File: src/bpsf_regs.svh
// constants of the battery process data framer
`ifndef BPSF_REGS_SVH
`define BPSF_REGS_SVH
`define BPSF_CLK_HZ          20000000
`define BPSF_PERIOD_1S_MS    1000
`define BPSF_PERIOD_4_MS     100
`define BPSF_PERIOD_8_MS     200
`define BPSF_TICK_1MS        (`BPSF_CLK_HZ / 1000)
`define BPSF_ID_MOD1         11'h181
`define BPSF_ID_MOD2         11'h281
`define BPSF_ID_MOD3         11'h381
`define BPSF_ID_MOD4         11'h481
`define BPSF_ID_SYS1         11'h19b
`define BPSF_ID_SYS2         11'h29b
`define BPSF_ID_SYS3         11'h39b
`define BPSF_ID_SYS4         11'h49b
`define BPSF_BIT_RATE        250000
`define BPSF_INFO_EMPTY      0
`define BPSF_INFO_ALMOST     1
`define BPSF_INFO_CHG_SW     2
`define BPSF_INFO_DSG_SW     3
`define BPSF_INFO_BYPASS     4
`define BPSF_INFO_FULL       6
`define BPSF_INFO_USED       16'h005f
`define BPSF_WARN_USED       16'hd89f
`define BPSF_WARN_OR_MASK    16'hfff8
`define BPSF_ERR_USED        16'hffff
`define BPSF_CC_USED         16'hfdf3
`endif

File: src/bpsf_pkg.sv
// types of the battery process data framer
package bpsf_pkg;
    typedef struct packed {
        logic [10:0] id;     // identifier
        logic [3:0]  len;    // byte count
        logic [63:0] data;   // byte 0 in bits 63:56
    } bpsf_frame_type;
    typedef struct packed {
        logic [31:0] voltage_mv;
        logic [31:0] current_ma;
        logic [15:0] switch_temp;
        logic [15:0] cell_temp;
        logic [15:0] chg_volt_req;
        logic [15:0] chg_curr_req;
        logic [15:0] design_cap;
        logic [15:0] full_cap;
        logic [15:0] rem_cap;
        logic [15:0] info;
        logic [15:0] warn;
        logic [15:0] err;
        logic [15:0] chg_ctrl;
    } bpsf_module_type;
    typedef struct packed {
        logic [31:0] max_voltage_mv;
        logic [31:0] sum_current_ma;
        logic [15:0] switch_temp;
        logic [15:0] cell_temp;
        logic [31:0] design_cap;
        logic [31:0] full_cap;
        logic [31:0] rem_cap;
        logic [2:0]  warn_low;   // reserve, low charge, low voltage
    } bpsf_system_type;
endpackage

File: src/bpsf_fifo.sv
// small frame fifo with valid/ready on both sides
`timescale 1ns/1ns
module bpsf_fifo #(
    parameter int WIDTH = 79,
    parameter int DEPTH = 4
) (
    input  wire logic             clk,      // system clock
    input  wire logic             rst_n,    // async reset, low
    input  wire logic             in_valid, // write request
    output logic                  in_ready, // room left
    input  wire logic [WIDTH-1:0] in_data,  // write word
    output logic                  out_valid,// word present
    input  wire logic             out_ready,// reader takes word
    output logic [WIDTH-1:0]      out_data  // head word
);
    localparam int AW = $clog2(DEPTH);
    typedef struct packed {
        logic [AW-1:0] wp;  // write pointer
        logic [AW-1:0] rp;  // read pointer
        logic [AW:0]   cnt; // fill count
    } bpsf_fifo_state_type;
    bpsf_fifo_state_type st, next_st;
    logic [WIDTH-1:0] mem [DEPTH];  // storage
    logic wr, rd;
    assign in_ready  = st.cnt != (AW+1)'(DEPTH);
    assign out_valid = st.cnt != '0;
    assign out_data  = mem[st.rp];
    assign wr = in_valid && in_ready;
    assign rd = out_valid && out_ready;
    // pointer update
    always_comb begin
        next_st = st;
        if (wr) next_st.wp = st.wp + 1'b1;
        if (rd) next_st.rp = st.rp + 1'b1;
        next_st.cnt = st.cnt + (AW+1)'(wr) - (AW+1)'(rd);
    end
    // state register
    always_ff @(posedge clk or negedge rst_n) begin
        if (!rst_n) st <= '0;
        else        st <= next_st;
    end
    // storage write, no reset needed
    always_ff @(posedge clk) begin
        if (wr) mem[st.wp] <= in_data;
    end
endmodule

File: src/bpsf_framer.sv
// battery process data framer: schedules, packs and queues cyclic frames
`timescale 1ns/1ns
// Function
// RULE1: module identifiers offset by node number minus one
// RULE2: frame one each second: voltage, current
// RULE3: frame two each second: temperatures, requests
// RULE4: frame three each second: three capacities, spare
// RULE5: frame four each 100 ms: status words
// RULE6: master: max voltage, summed current each second
// RULE7: master: temperatures and design capacity each second
// RULE8: master: full and remaining capacity each second
// RULE9: master: summary status frame every 200 ms
// RULE10: info bits 6,2,3,4 full and switches
// RULE11: info bits 0,1 empty, almost; rest zero
// RULE12: error bits 8 to 14 alarms
// RULE13: error bits 7 to 2 faults
// RULE14: error bits 1,0 locks, 15 unknown
// RULE15: warning bits 14,12,11,7,4,3 meanings
// RULE16: charge control bits 15,14,13
// RULE17: charge control bits 12,11,10
// RULE18: charge control bits 6,7,8 temperature range
// RULE19: charge control bits 4,5,0,1 enables
// RULE20: system info is AND over modules
// RULE21: system warning OR high, low computed
// RULE22: system error is OR over modules
// RULE23: system charge control is OR over modules
// RULE24: service requests answered by master elsewhere
// RULE25: bus fixed at 250 kbit/s
// RULE26: fields packed low byte first
`include "bpsf_regs.svh"
module bpsf_framer #(
    parameter int MODULES   = 4,                  // modules seen by the master
    parameter int TICK_CYC  = `BPSF_TICK_1MS,     // cycles per millisecond
    parameter int FIFO_DEPTH = 4                  // frame queue depth
) (
    input  wire logic                      clk,          // 20 MHz clock
    input  wire logic                      rst_n,        // async reset, low
    input  wire logic [6:0]                node_id,      // own node number, 1..
    input  wire logic                      is_master,    // module acts as master
    input  wire bpsf_pkg::bpsf_module_type own,          // own measurements
    input  wire logic [MODULES*16-1:0]     all_info,     // info words of modules
    input  wire logic [MODULES*16-1:0]     all_warn,     // warning words
    input  wire logic [MODULES*16-1:0]     all_err,      // error words
    input  wire logic [MODULES*16-1:0]     all_cc,       // charge control words
    input  wire bpsf_pkg::bpsf_system_type sys,          // system figures
    output bpsf_pkg::bpsf_frame_type       frame,        // frame to controller
    output logic                           frame_valid,  // frame present
    input  wire logic                      frame_ready,  // controller takes it
    output logic [15:0]                    module_information_flags, // own info
    output logic [15:0]                    module_warning_flags,     // own warn
    output logic [15:0]                    module_error_flags,       // own error
    output logic [15:0]                    charging_control_flags,   // own cc
    output logic [17:0]                    bit_rate      // fixed bit rate
);
    localparam int NSLOT = 8;
    typedef struct packed {
        logic [$clog2(TICK_CYC+1)-1:0] pre;    // cycles inside a millisecond
        logic [9:0]                    ms;     // ms inside a second
        logic [NSLOT-1:0]              pend;   // frames owed
        logic [2:0]                    slot;   // next slot to try
    } bpsf_state_type;
    bpsf_state_type st, next_st;
    bpsf_pkg::bpsf_frame_type cand;   // frame for current slot
    logic [15:0] sys_info, sys_warn, sys_err, sys_cc;
    logic        push, fifo_ready;
    logic        tick, sec, t100, t200;

    // low byte first in listed order
    function automatic logic [31:0] le32(input logic [31:0] v);
        return {v[7:0], v[15:8], v[23:16], v[31:24]};
    endfunction
    function automatic logic [15:0] le16(input logic [15:0] v);
        return {v[7:0], v[15:8]};
    endfunction
    // four 16-bit fields at bytes 0..7 of the data word
    function automatic logic [63:0] pack4(input logic [15:0] a, b, c, d);
        return {le16(a), le16(b), le16(c), le16(d)};
    endfunction
    // per-module identifier from node one base
    function automatic logic [10:0] mod_id(input logic [10:0] base, input logic [6:0] n);
        return base + {4'h0, n} - 11'h001;
    endfunction

    // documented fields only; undefined bits read zero
    assign module_information_flags = own.info & `BPSF_INFO_USED;  // [RULE10] [RULE11]
    assign module_warning_flags     = own.warn & `BPSF_WARN_USED;  // [RULE15]
    assign module_error_flags       = own.err  & `BPSF_ERR_USED;   // [RULE12] [RULE13] [RULE14]
    assign charging_control_flags   = own.chg_ctrl & `BPSF_CC_USED; // [RULE16] [RULE17] [RULE18] [RULE19]
    assign bit_rate = 18'(`BPSF_BIT_RATE);  // no rate setting exists [RULE25]

    // system status combination across modules
    always_comb begin
        sys_info = 16'hffff;
        sys_warn = 16'h0000;
        sys_err  = 16'h0000;
        sys_cc   = 16'h0000;
        for (int i = 0; i < MODULES; i++) begin
            sys_info &= all_info[i*16 +: 16];   // [RULE20]
            sys_warn |= all_warn[i*16 +: 16];   // [RULE21]
            sys_err  |= all_err[i*16 +: 16];    // [RULE22]
            sys_cc   |= all_cc[i*16 +: 16];     // [RULE23]
        end
        sys_info &= `BPSF_INFO_USED;
        sys_warn = (sys_warn & `BPSF_WARN_OR_MASK & `BPSF_WARN_USED)
                   | {13'h0000, sys.warn_low};  // master computes low bits [RULE21]
    end

    // period strobes
    assign tick = st.pre == ($bits(st.pre))'(TICK_CYC - 1);
    assign sec  = tick && st.ms == 10'(`BPSF_PERIOD_1S_MS - 1);
    assign t100 = tick && (st.ms % 10'(`BPSF_PERIOD_4_MS)) == 10'(`BPSF_PERIOD_4_MS - 1);
    assign t200 = tick && (st.ms % 10'(`BPSF_PERIOD_8_MS)) == 10'(`BPSF_PERIOD_8_MS - 1);

    // frame built for the slot under consideration
    always_comb begin
        cand.len = 4'h8;
        case (st.slot)
            3'd0: begin  // [RULE1] [RULE2] [RULE26]
                cand.id   = mod_id(`BPSF_ID_MOD1, node_id);
                cand.data = {le32(own.voltage_mv), le32(own.current_ma)};
            end
            3'd1: begin  // [RULE1] [RULE3]
                cand.id   = mod_id(`BPSF_ID_MOD2, node_id);
                cand.data = pack4(own.switch_temp, own.cell_temp,
                                  own.chg_volt_req, own.chg_curr_req);
            end
            3'd2: begin  // spare field sent as zero [RULE1] [RULE4]
                cand.id   = mod_id(`BPSF_ID_MOD3, node_id);
                cand.data = pack4(own.design_cap, own.full_cap, own.rem_cap, 16'h0000);
            end
            3'd3: begin  // [RULE1] [RULE5]
                cand.id   = mod_id(`BPSF_ID_MOD4, node_id);
                cand.data = pack4(module_information_flags, module_warning_flags,
                                  module_error_flags, charging_control_flags);
            end
            3'd4: begin  // [RULE6]
                cand.id   = `BPSF_ID_SYS1;
                cand.data = {le32(sys.max_voltage_mv), le32(sys.sum_current_ma)};
            end
            3'd5: begin  // [RULE7]
                cand.id   = `BPSF_ID_SYS2;
                cand.data = {le16(sys.switch_temp), le16(sys.cell_temp), le32(sys.design_cap)};
            end
            3'd6: begin  // [RULE8]
                cand.id   = `BPSF_ID_SYS3;
                cand.data = {le32(sys.full_cap), le32(sys.rem_cap)};
            end
            3'd7: begin  // [RULE9]
                cand.id   = `BPSF_ID_SYS4;
                cand.data = pack4(sys_info, sys_warn, sys_err, sys_cc);
            end
            default: begin
                cand.id   = 11'h000;
                cand.data = 64'h0;
            end
        endcase
    end

    assign push = st.pend[st.slot];

    // timers, pending flags and slot scan
    always_comb begin
        next_st = st;
        next_st.pre = tick ? '0 : st.pre + 1'b1;
        if (tick) next_st.ms = sec ? 10'h000 : st.ms + 10'h001;
        // leave slot once served or if nothing owed
        if (!push || fifo_ready) begin
            if (push) next_st.pend[st.slot] = 1'b0;
            next_st.slot = st.slot + 3'd1;
        end
        // new periods set pending; set wins over the clear above
        if (sec)  next_st.pend[2:0] = 3'b111;                    // [RULE2] [RULE3] [RULE4]
        if (t100) next_st.pend[3] = 1'b1;                        // [RULE5]
        if (sec && is_master)  next_st.pend[6:4] = 3'b111;       // [RULE6] [RULE7] [RULE8]
        if (t200 && is_master) next_st.pend[7] = 1'b1;           // [RULE9]
        if (!is_master) next_st.pend[7:4] = 4'h0;
    end

    // state register
    always_ff @(posedge clk or negedge rst_n) begin
        if (!rst_n) st <= '0;
        else        st <= next_st;
    end

    // outgoing frame queue with back-pressure from the controller
    bpsf_fifo #(
        .WIDTH ($bits(bpsf_pkg::bpsf_frame_type)),
        .DEPTH (FIFO_DEPTH)
    ) u_fifo (
        .clk       (clk),
        .rst_n     (rst_n),
        .in_valid  (push),
        .in_ready  (fifo_ready),
        .in_data   (cand),
        .out_valid (frame_valid),
        .out_ready (frame_ready),
        .out_data  (frame)
    );
endmodule

File: config.mk
export PLATFORM = sky130hd
export DESIGN_NAME = bpsf_framer
export DESIGN_NICKNAME = d
export VERILOG_FILES = /design/src/bpsf_pkg.sv /design/src/bpsf_fifo.sv /design/src/bpsf_framer.sv
export VERILOG_INCLUDE_DIRS = /design/src
export SDC_FILE = /design/constraint.sdc
export NUM_CORES = 1
export LEC_CHECK = 0
export BUFFER_PORTS_ARGS = -buffer_cell sky130_fd_sc_hd__buf_2
export CAP_MARGIN = 20
export CELL_PAD_IN_SITES_DETAIL_PLACEMENT = 2
export CELL_PAD_IN_SITES_GLOBAL_PLACEMENT = 2
export CORE_AREA = 4 4 330 332
export CTS_BUF_LIST = sky130_fd_sc_hd__clkbuf_8 sky130_fd_sc_hd__clkbuf_16
export CTS_CLUSTER_DIAMETER = 80
export DETAILED_ROUTE_END_ITERATION = 10
export DIE_AREA = 0 0 334 336
export PLACE_DENSITY_LB_ADDON = 0.1
export SLEW_MARGIN = 0
export SYNTH_ARGS = -nofsm -noshare
export SYNTH_HDL_FRONTEND = slang
export SYNTH_HIERARCHICAL = 1
export SYNTH_SLANG_ARGS = --single-unit
File: constraint.sdc
create_clock -name clk -period 4.3 [get_ports clk]
set_input_delay 0.86 -clock clk [delete_from_list [all_inputs] [get_ports clk]]
set_output_delay 0.86 -clock clk [all_outputs]
set_load 0.02 [all_outputs]
# After elaboration in Yosys (flattened, before gate mapping)

Memories as Yosys holds them, arrays and structs flattened.
Index checks and enable logic that the tools add are counted.

Bitwise operators: 15
Div/mod/pow operators: 2
Order comparisons: 2
Multiplexer cells: 17
$add $sub $neg: 15
Reduce and logical (&&, ||, !) cells: 20
Eq/ne operators: 16

Operators by type and width:

| kind                                                  | count |
|---|---|
| one-hot mux 64 bit (8 select lines)                   | 1 |
| bitwise OR 16 bit                                     | 9 |
| one-hot mux 11 bit (8 select lines)                   | 1 |
| subtractor 11 x 1 -> 11 bit, second input constant    | 3 |
| adder 10 x 7 -> 11 bit, first input constant          | 2 |
| bitwise AND 7 bit                                     | 3 |
| bitwise OR 16 x 3 -> 16 bit                           | 1 |
| adder 15 x 1 -> 15 bit, second input constant         | 1 |
| == test 15 bit, second input constant                 | 1 |
| two-way mux 15 bit                                    | 1 |
| == test 3 bit, second input constant                  | 4 |
| inequality test 3 x 1 -> 1 bit, second input constant | 4 |
| adder 11 x 7 -> 11 bit, first input constant          | 1 |
| two-way mux 11 bit                                    | 1 |
| subtractor 10 x 1 -> 11 bit, second input constant    | 1 |
| adder 10 x 1 -> 10 bit, second input constant         | 1 |
| adder 9 x 7 -> 10 bit, first input constant           | 1 |
| == test 10 bit, second input constant                 | 1 |
| == test 10 x 7 -> 1 bit, second input constant        | 1 |
| == test 10 x 8 -> 1 bit, second input constant        | 1 |
| modulo 10 x 7 -> 10 bit, second input constant        | 1 |
| modulo 10 x 8 -> 10 bit, second input constant        | 1 |
| two-way mux 10 bit                                    | 1 |
| bitwise AND 8 bit                                     | 1 |
| other kinds (23)                                      | 44 |

Bits of input ports: 702
Memory bits (writable): 300
Logic and storage cells: 98
Register bits: 43
Memories kept: 1
Output and inout port bits: 162

Memory list:

| name       | depth | width | rd ports | clocked after Yosys merged registers in | write ports | line            | source |
|---|---|---|---|---|---|---|---|
| u_fifo.mem | 4     | 75    | 1        | 0                                       | 1           | bpsf_fifo.sv:23 | `logic [WIDTH-1:0] mem [DEPTH];` |

# Depth between registers and ports, before layout

Gate-level depths: netlist (run 1).

Depth in word-level cells: 10
Mapped depth: 12
Mapped depth without buffers: 11

# By module

The synthesis (run 1) kept the hierarchy.

By module, submodules not included:

| module      | cells an instance | instances | area an instance (um^2) | seq. area each (um^2) |
|---|---|---|---|---|
| bpsf_fifo   | 454               | 1         | 11949.0                 | 9664.3 |
| bpsf_framer | 874               | 1         | 6586.3                  | 900.9 |

# Worst setup path before layout (run 1)

Ideal clock, no wire load.

Path type: register to register
Start: register, netlist name st[0]
End: memory u_fifo/mem[0][0] (netlist bit), enable pin
Setup slack: 0.767 ns
Stages on the path, launching flop included: 6
Required time: 3.854 ns
Period minus slack after synthesis: 3.533 ns
Path buffers: 1
Arrival: 3.087 ns
Setup time: 0.446 ns
Cells stage by stage: dfrtp_1 clkbuf_1 mux4_2 nand2_1 nand2_1 and3b_1

RTL lines:

| item          | line |
|---|---|
| end, declared | bpsf_fifo.sv:23 |

==> flow_summary.json, run 1 <==
{
  "status": "complete, no violations",
  "mappedNetlistArea_um2": 18500,
  "ys_seq_area_frac": 0.570,
  "hp-class": "input port to asynchronous set/reset pin",
  "synth_area_leaders": "edfxtp_1 51%, mux4_2 9.8%, dfrtp_1 5.8%, mux2_2 3.5%, buf_4 3.4%",
  "syn2layout_area_growth_pct": 36.0,
  "core_um2": 106000,
  "synthCells": 1328,
  "post_cts_buffers": 0,
  "drt-initial-drc-count": 1105,
  "p_seq_frac": 0.326,
  "clock-sinks": 359,
  "grt_pass1_wl_mm": 153,
  "routed_wl_mm": 118,
  "finClkSkew_ns": 0.0201,
  "power.density_nw_per_um2": 588,
  "nFillCells": 11810,
  "cts-root-buf": "clkbuf_16",
  "grt_overflow": 0,
  "synth_edf_count": 316,
  "final_area_um2": 25200,
  "cts_buffer_depth": 3,
  "setup.worst_path.end_class": "output pin",
  "ioPinCount": 864,
  "synth-seq-cells": 359,
  "drive_gt1_frac": 0.492,
  "port_buffers": 731,
  "slowest_stage": "dfrtp_4",
  "slowest_delay_ns": 0.90,
  "die_y_um": 336,
  "initial_utilization": 0.174,
  "rows": 120,
  "ys_types": 80,
  "nNetsFinal": 2754,
  "drtPass1Iterations": 7,
  "drc": 0,
  "gp_congestion": 0.806,
  "placed_area_um2": 23700,
  "rsz0062_at_grt": "false",
  "ctsResizeCount": 0,
  "yosysTopAreaCell": "edfxtp_1",
  "fin_crit_ns": 3.56,
  "clock_latency_ns": 0.57,
  "yosys_warnings": 6,
  "critPathArrivalTime_ns": 2.70,
  "postRouteAntennaNets": 0,
  "antenna_found_initial": 100,
  "period_share": 0.827,
  "maxCapViolations": 0,
  "wl_per_cell_um": 33.5,
  "finalSetupViolCount": 0,
  "die_w_um": 334,
  "hold_viol_final": 0,
  "htree_num_levels": 2,
  "comb_power_share": 0.431,
  "syn_avg_cell_area_um2": 14.0,
  "cts_hold_buffers": 0,
  "finalSetupTns_ns": 0,
  "p_total_mw": 14.8,
  "relSlewSlack": 0.334,
  "ys_top_cells_by_count": "316 x edfxtp_1, 104 x nor2_1, 85 x buf_4, 81 x mux4_2, 69 x nand2_1",
  "start_kind": "flop",
  "slew_violations": 0,
  "crit_type": "flop to output pin",
  "synth.most_common_cell": "edfxtp_1",
  "clk_pin_slew_ns": 0.05,
  "worstPathMaxFanout": 30,
  "crit_path_cell_trace": "buf_4, mux4_2, buf_2",
  "dieArea_um2": 112000,
  "finish.utilization": 0.237,
  "p_int_mw": 8.92,
  "synth-main-ff-cell": "edfxtp_1",
  "critPathRequiredTime_ns": 3.44,
  "cts_tree": "yes",
  "numCtsBuffers": 45,
  "p_leak_nw": 9.56,
  "synth-async-reset-ratio": 0.120,
  "power_frac_clock": 0.244,
  "tightest_slew_ns": 0.986,
  "fmax_mhz": 281,
  "swShare": 0.398,
  "vdd_drop_max_mv": 0.244,
  "synth_top_area_frac": 0.512,
  "net-switching-power_mw": 5.90,
  "grt_max_degree": 55,
  "vias": 15743,
  "grt_pass1_vias": 16753,
  "grt_usage": 0.201,
  "hpwl_mm": 95.8,
  "vias_per_cell": 4.48
}
-- critical path: cells and delay by family, from the launching register on --
family                 cells  cell delay (ns)
flip-flops                 1             0.90
buffers and inverters      2             0.53
multiplexers               1             0.61
-- state kept, by name (all words and copies together) (netlist names) --
register and cells:
st 36, u_fifo/st 7, u_fifo/mem 316
-- power groups by stage --
stage	Sequential (mW)	Combinational (mW)	Clock, mW
detailed placement	4.93	6.57	0
CTS	4.86	6.58	3.74
global placement	4.93	6.46	0
finish	4.83	6.39	3.61
floorplan	4.63	3.81	0
global route	4.87	6.83	3.87
-- final cells by class --
| type | count | area (um2) | area share |
|---|---|---|---|
| inverter | 20 | 75.1 | 0.00298 |
| timing repair buffer | 786 | 4280 | 0.170 |
| antenna | 38 | 95.1 | 0.00377 |
| tap | 1403 | 1760 | 0.0696 |
| multi-input combinational | 824 | 7020 | 0.279 |
| clock buffer | 48 | 1180 | 0.0468 |
| clock inverter | 33 | 218 | 0.00864 |
| sequential | 359 | 10600 | 0.420 |
-- worst paths after layout --
check / from / to / slack [ns] / depth (start not counted)
setup / recovery: u_fifo/st[3] / frame[17] / 0.74 / 3
hold / removal: rst_n / st[34] / 0.40 / 2
min in group clk: st[25] / st[25] / 0.49 / 1
max in group asynchronous: rst_n / st[2] / 3.43 / 2
hold reg to reg: st[25] / st[25] / 0.49 / 1
setup reg to reg: st[1] / u_fifo/mem[2][57] / 0.99 / 6
-- layer usage --
layer	share of wire	up-vias	wire length, um	global-route usage
met3	0.088	172	10400	0.0663
met4	0.025	40	2960	0.0718
met2	0.49	681	57500	0.337
li1	-	6742	-	-
met1	0.40	8108	46400	0.241
met5	0.0021	-	241	0
-- cell usage in the layout, fill, tap and decap left out, types with 14 or more instances in the layout --
| cell | synthesis | layout |
|---|---|---|
| a21oi_1 | 36 | 36 |
| a221oi_1 | 18 | 18 |
| a222oi_1 | 50 | 50 |
| a22oi_1 | 23 | 23 |
| a31oi_1 | 26 | 26 |
| a41oi_1 | 37 | 37 |
| buf_12 | 8 | 17 |
| buf_2 | 13 | 731 |
| buf_4 | 85 | 38 |
| clkbuf_16 | 0 | 46 |
| conb_1 | 2 | 57 |
| dfrtp_1 | 43 | 40 |
| diode_2 | 0 | 38 |
| edfxtp_1 | 316 | 316 |
| inv_1 | 19 | 32 |
| mux2_2 | 58 | 58 |
| mux4_2 | 81 | 81 |
| nand2_1 | 69 | 69 |
| nand2b_1 | 14 | 14 |
| nand3_1 | 21 | 20 |
| nor2_1 | 104 | 103 |
| o21ai_0 | 24 | 24 |
| o41ai_1 | 38 | 38 |
| xnor2_1 | 20 | 20 |
-- cell families (layout without fill, tap and decap cells) --
logic type	count (synthesis)	in the layout	synth area share
other	2	95	0.000405
XOR/XNOR	27	27	0.0128
AND/OR/NAND/NOR	275	275	0.0724
buffers and inverters	200	887	0.0664
adder cells (fa/ha/maj)	18	18	0.0124
AO/OA/AOI/OAI	304	304	0.130
multiplexers	143	143	0.136
flip-flops	359	359	0.570
-- per-stage QoR --
step / hold WS [ns] / worst slack (ns) / instances
2_1_floorplan: 0.449 / 0.767 / 1383
3_3_place_gp: 0.472 / 0.936 / 3392
3_5_place_dp: 0.483 / 0.889 / 3392
4_1_cts: 0.388 / 0.559 / 3473
5_1_grt: 0.414 / 0.566 / 3493
6_report: 0.402 / 0.743 / 3511
Note: power is estimated with default switching activity, not from simulation.
==> run 2: changes to the inputs <==
==> constraint.sdc (replaced) <==
create_clock -name clk -period 3.6 [get_ports clk]
set_input_delay 0.72 -clock clk [delete_from_list [all_inputs] [get_ports clk]]
set_output_delay 0.72 -clock clk [all_outputs]
set_load 0.02 [all_outputs]
==> flow_summary.json, run 2 (same netlist as run 1, synthesis figures left out) <==
{
  "status": "complete, no violations",
  "placed_area_um2": 23800,
  "largest_reg_flops": 316,
  "nNetsFinal": 2775,
  "top_regs": "u_fifo/mem x316, st x36, u_fifo/st x7",
  "vias": 15631,
  "power.density_nw_per_um2": 715,
  "fmax_mhz": 307,
  "grt_usage": 0.202,
  "cts_buffer_depth": 3,
  "critPathRequiredTime_ns": 2.88,
  "cts_hold_buffers": 0,
  "period_share": 0.905,
  "dieArea_um2": 112000,
  "drtPass1Iterations": 9,
  "vdd_drop_max_mv": 0.297,
  "final_cell_mix": "731 x buf_2, 316 x edfxtp_1, 103 x nor2_1",
  "hold-worst-slack_ns": 0.264,
  "r2r-start": "st[1]",
  "worstPathMaxFanout": 26,
  "ctsResizeCount": 0,
  "grt_pass1_vias": 16788,
  "wl_per_cell_um": 33.5,
  "crit_type": "flop to output pin",
  "vias_per_cell": 4.46,
  "pre_cts_slack_ns": 0.460,
  "antenna_found_initial": 106,
  "maxCapViolations": 0,
  "cts-root-buf": "clkbuf_16",
  "finalSetupTns_ns": 0,
  "grt_overflow": 0,
  "core_um2": 106000,
  "gp_congestion": 0.820,
  "die_w_um": 334,
  "largest_register": "u_fifo/mem",
  "setup_ws_ns": 0.341,
  "slew_violations": 0,
  "die_y_um": 336,
  "clock-sinks": 359,
  "tightest_slew_ns": 1.11,
  "initial_utilization": 0.174,
  "grt_pass1_wl_mm": 154,
  "finalSetupViolCount": 0,
  "crit_path_end": "frame[36]",
  "htree_num_levels": 2,
  "numCtsBuffers": 48,
  "drt-initial-drc-count": 995,
  "start_kind": "flop",
  "hold_viol_final": 0,
  "r2r_setup_slack_ns": 0.47,
  "nFillCells": 11792,
  "finClkSkew_ns": 0.0287,
  "final_common_cell": "buf_2",
  "postRouteAntennaNets": 0,
  "hpwl_mm": 96.8,
  "grt_max_degree": 48,
  "startpoint": "u_fifo/st[3]",
  "hp-class": "input port to asynchronous set/reset pin",
  "timing.rr.end": "u_fifo/mem[2][18]",
  "rows": 120,
  "cts_tree": "yes",
  "rsz0062_at_grt": "false",
  "routed_wl_mm": 118,
  "port_buffers": 731,
  "setup.worst_path.end_class": "output pin",
  "ff2ff_path_depth": 6,
  "post_cts_buffers": 0,
  "clk_pin_slew_ns": 0.06,
  "final_area_um2": 25300,
  "drc": 0,
  "fin_crit_ns": 3.26,
  "relSlewSlack": 0.258,
  "syn2layout_area_growth_pct": 36.7,
  "critPathArrivalTime_ns": 2.54,
  "ioPinCount": 864,
  "drive_gt1_frac": 0.498,
  "clock_latency_ns": 0.59,
  "p_leak_nw": 9.66
}
## run 2: cell type report
cell class                      instances  area (um2)  area share
Sequential cell                       359       10600       0.417
Multi-Input combinational cell        824        7020       0.277
Tap cell                             1403        1760      0.0693
Inverter                               20        75.1     0.00296
Clock inverter                         33         299      0.0118
Clock buffer                           48        1200      0.0474
Timing Repair Buffer                  804        4360       0.172
Antenna cell                           17        42.5     0.00168
## run 2: metal layers
metal | GRT usage | vias to the layer above | wire [um]
met5 | 0 | - | 227
met4 | 0.0296 | 36 | 1660
met3 | 0.0597 | 188 | 8860
met2 | 0.360 | 662 | 59000
met1 | 0.247 | 7988 | 47900
li1 | - | 6757 | -
## run 2: stage by stage
stage          total power [mW]  std cells   util
5_1_grt                    19.0       3495  0.238
4_1_cts                    18.6       3491  0.238
6_report                   18.1       3508  0.238
3_3_place_gp               13.8       3409  0.224
3_5_place_dp               13.9       3410  0.224
2_1_floorplan              10.1       1383      -
## run 2: worst min path at each step
stage,slack (ns),to,from,cells after the start
final,0.26,st[21],rst_n,1
after global routing,0.32,st[21],rst_n,1
after CTS,0.26,st[21],rst_n,1
after detailed placement,0.48,st[25],st[25],1
after global placement,0.48,st[5],st[5],2
after floorplan,0.42,st[0],rst_n,0
## run 2: critical path: stages, from the launching register on
cell,delay (ns)
dfrtp_4,0.81
buf_4,0.28
mux4_2,0.59
buf_2,0.21
## run 2: report_power, final
| group | switching [mW] | internal [mW] |
|---|---|---|
| combinational | 4.92 | 2.84 |
| clock | 1.89 | 2.71 |
| sequential | 0.332 | 5.41 |
| total | 7.14 | 11.0 |
==> run 3: changes to the inputs <==
--- a/config.mk
+++ b/config.mk
@@ -10,12 +10,13 @@
 export CAP_MARGIN = 20
 export CELL_PAD_IN_SITES_DETAIL_PLACEMENT = 2
 export CELL_PAD_IN_SITES_GLOBAL_PLACEMENT = 2
-export CORE_AREA = 4 4 330 332
+export CORE_AREA = 3 3 339 341
 export CTS_BUF_LIST = sky130_fd_sc_hd__clkbuf_8 sky130_fd_sc_hd__clkbuf_16
 export CTS_CLUSTER_DIAMETER = 80
 export DETAILED_ROUTE_END_ITERATION = 10
-export DIE_AREA = 0 0 334 336
+export DIE_AREA = 0 0 342 344
 export PLACE_DENSITY_LB_ADDON = 0.1
+export RECOVER_POWER = 100
 export SLEW_MARGIN = 0
 export SYNTH_ARGS = -nofsm -noshare
 export SYNTH_HDL_FRONTEND = slang
==> flow_summary.json, run 3 (same netlist as run 1, synthesis figures left out) <==
{
  "grt_overflow": 0,
  "status": "finished, violations left",
  "slowest_stage": "ha_4",
  "critPathArrivalTime_ns": 3.54,
  "cts-root-buf": "clkbuf_16",
  "nFillCells": 12540,
  "power.density_nw_per_um2": 713,
  "wl_per_cell_um": 31.4,
  "drt-initial-drc-count": 996,
  "die_y_um": 344,
  "comb_power_share": 0.425,
  "hold-worst-slack_ns": 0.441,
  "initial_utilization": 0.165,
  "hold_end": "u_fifo/mem[2][71]",
  "nNetsFinal": 2763,
  "rows": 123,
  "postRouteAntennaNets": 0,
  "cts_hold_buffers": 0,
  "cts_tree": "yes",
  "r2r_setup_slack_ns": 0.36,
  "final_cell_mix": "609 x buf_2, 316 x edfxtp_1, 139 x clkbuf_1",
  "p_seq_frac": 0.308,
  "drtPass1Iterations": 7,
  "timing.rr.end": "u_fifo/mem[1][20]",
  "numCtsBuffers": 50,
  "clock_latency_ns": 0.60,
  "syn2layout_area_growth_pct": 36.0,
  "hpwl_mm": 90.2,
  "clk_pin_slew_ns": 0.06,
  "finalSetupTns_ns": 0,
  "r2r-start": "st[0]",
  "slowest_delay_ns": 0.66,
  "swShare": 0.398,
  "finClkSkew_ns": 0.0254,
  "ioPinCount": 864,
  "post_cts_buffers": 0,
  "hold_depth": 2,
  "violations": "capacitance limit, slew limit",
  "largest_reg_flops": 316,
  "crit_buf_inv": 1,
  "antenna_found_initial": 85,
  "start_kind": "flop",
  "vias": 15614,
  "ff2ff_path_depth": 5,
  "largest_register": "u_fifo/mem",
  "period_share": 0.900,
  "cts_buffer_depth": 3,
  "crit_path_cell_trace": "ha_1, ha_4, clkbuf_1, o41ai_1, a41oi_1",
  "net-switching-power_mw": 7.16,
  "vias_per_cell": 4.34,
  "port_buffers": 731,
  "fin_crit_ns": 3.24,
  "dieArea_um2": 118000,
  "drive_gt1_frac": 0.424,
  "relSlewSlack": -0.436,
  "ctsResizeCount": 0,
  "final_common_cell": "buf_2",
  "fmax_mhz": 309,
  "hold_viol_final": 0,
  "maxCapViolations": 1,
  "rsz0062_at_grt": "false",
  "grt_usage": 0.185,
  "slew_violations": 36,
  "core_um2": 112000,
  "gp_congestion": 0.857,
  "tightest_slew_ns": 2.15,
  "drc": 0,
  "grt_max_degree": 64,
  "worstPathMaxFanout": 39,
  "grt_pass1_wl_mm": 149,
  "htree_num_levels": 2,
  "clock-sinks": 359,
  "min-delay-start": "node_id[3]",
  "routed_wl_mm": 113,
  "p_int_mw": 10.8,
  "vdd_drop_max_mv": 0.368,
  "top_regs": "u_fifo/mem x316, st x36, u_fifo/st x7",
  "p_leak_nw": 9.26,
  "die_w_um": 342,
  "hp-class": "input port to flop",
  "cpLargestDelayFamily": "adder cells",
  "setup.worst_path.end_class": "flop",
  "crit_type": "flop to flop",
  "critPathRequiredTime_ns": 3.90,
  "finalSetupViolCount": 0,
  "grt_pass1_vias": 16669,
  "power_frac_clock": 0.266
}
[run 3: cell types whose count changed in the layout (fill, tap and decap cells not counted), moves of 3 or more]
| cell | before | now |
|---|---|---|
| diode_2 | 17 | 11 |
| mux2_2 | 58 | 53 |
| clkinv_2 | 3 | 10 |
| buf_6 | 0 | 3 |
| buf_4 | 61 | 24 |
| buf_2 | 731 | 609 |
| clkbuf_1 | 0 | 139 |
| mux2_1 | 0 | 5 |
[run 3: through the flow]
stage          area (um2)  worst slack [ns]  utilization  instances  total power, mW
4_1_cts             25500             0.404        0.227       3583             18.7
3_3_place_gp        23900             0.390        0.213       3492             13.7
6_report            25200             0.359        0.225       3594             18.0
3_5_place_dp        23900             0.382        0.213       3493             13.8
2_1_floorplan       18700            0.0671            -       1383             10.1
5_1_grt             25200             0.154        0.225       3587             19.0
[run 3: how the worst max path moves through the flow]
stage / depth (start not counted) / from / endpoint
after floorplan: 5 / st[0] / u_fifo/mem[0][0]
after global placement: 8 / st[0] / u_fifo/mem[2][10]
after detailed placement: 6 / st[0] / u_fifo/mem[0][19]
after CTS: 3 / u_fifo/st[3] / frame[57]
after global routing: 5 / st[0] / u_fifo/mem[2][34]
final: 5 / st[0] / u_fifo/mem[1][20]
[run 3: cell type report]
class	count	area (um2)	share of cell area
clock buffers	50	1250	0.0496
repair buffers	790	4050	0.161
inverters	20	75.1	0.00298
multi-input cells	824	7020	0.278
well taps	1500	1880	0.0745
flip-flops and latches	359	10600	0.419
diodes	11	27.5	0.00109
clock inverters	40	337	0.0134
[run 3: worst register-to-register path, cell delays in order (launching register included)]
cell	delay (ns)
dfrtp_1	0.59
ha_1	0.33
ha_4	0.66
clkbuf_1	0.63
o41ai_1	0.20
a41oi_1	0.55
[run 3: power by group through the flow]
stage / clock network (mW) / logic, mW / registers (mW)
2_1_floorplan: 0 / 4.55 / 5.53
3_3_place_gp: 0 / 8.01 / 5.65
3_5_place_dp: 0 / 8.14 / 5.65
4_1_cts: 4.95 / 8.16 / 5.56
5_1_grt: 5.10 / 8.29 / 5.56
6_report: 4.79 / 7.65 / 5.54
[run 3: routing by layer]
layer	up-vias	part of all wire	track usage
li1	6728	-	-
met1	8025	0.42	0.232
met2	659	0.49	0.324
met3	182	0.064	0.0425
met4	20	0.022	0.0351
met5	-	0.0012	0
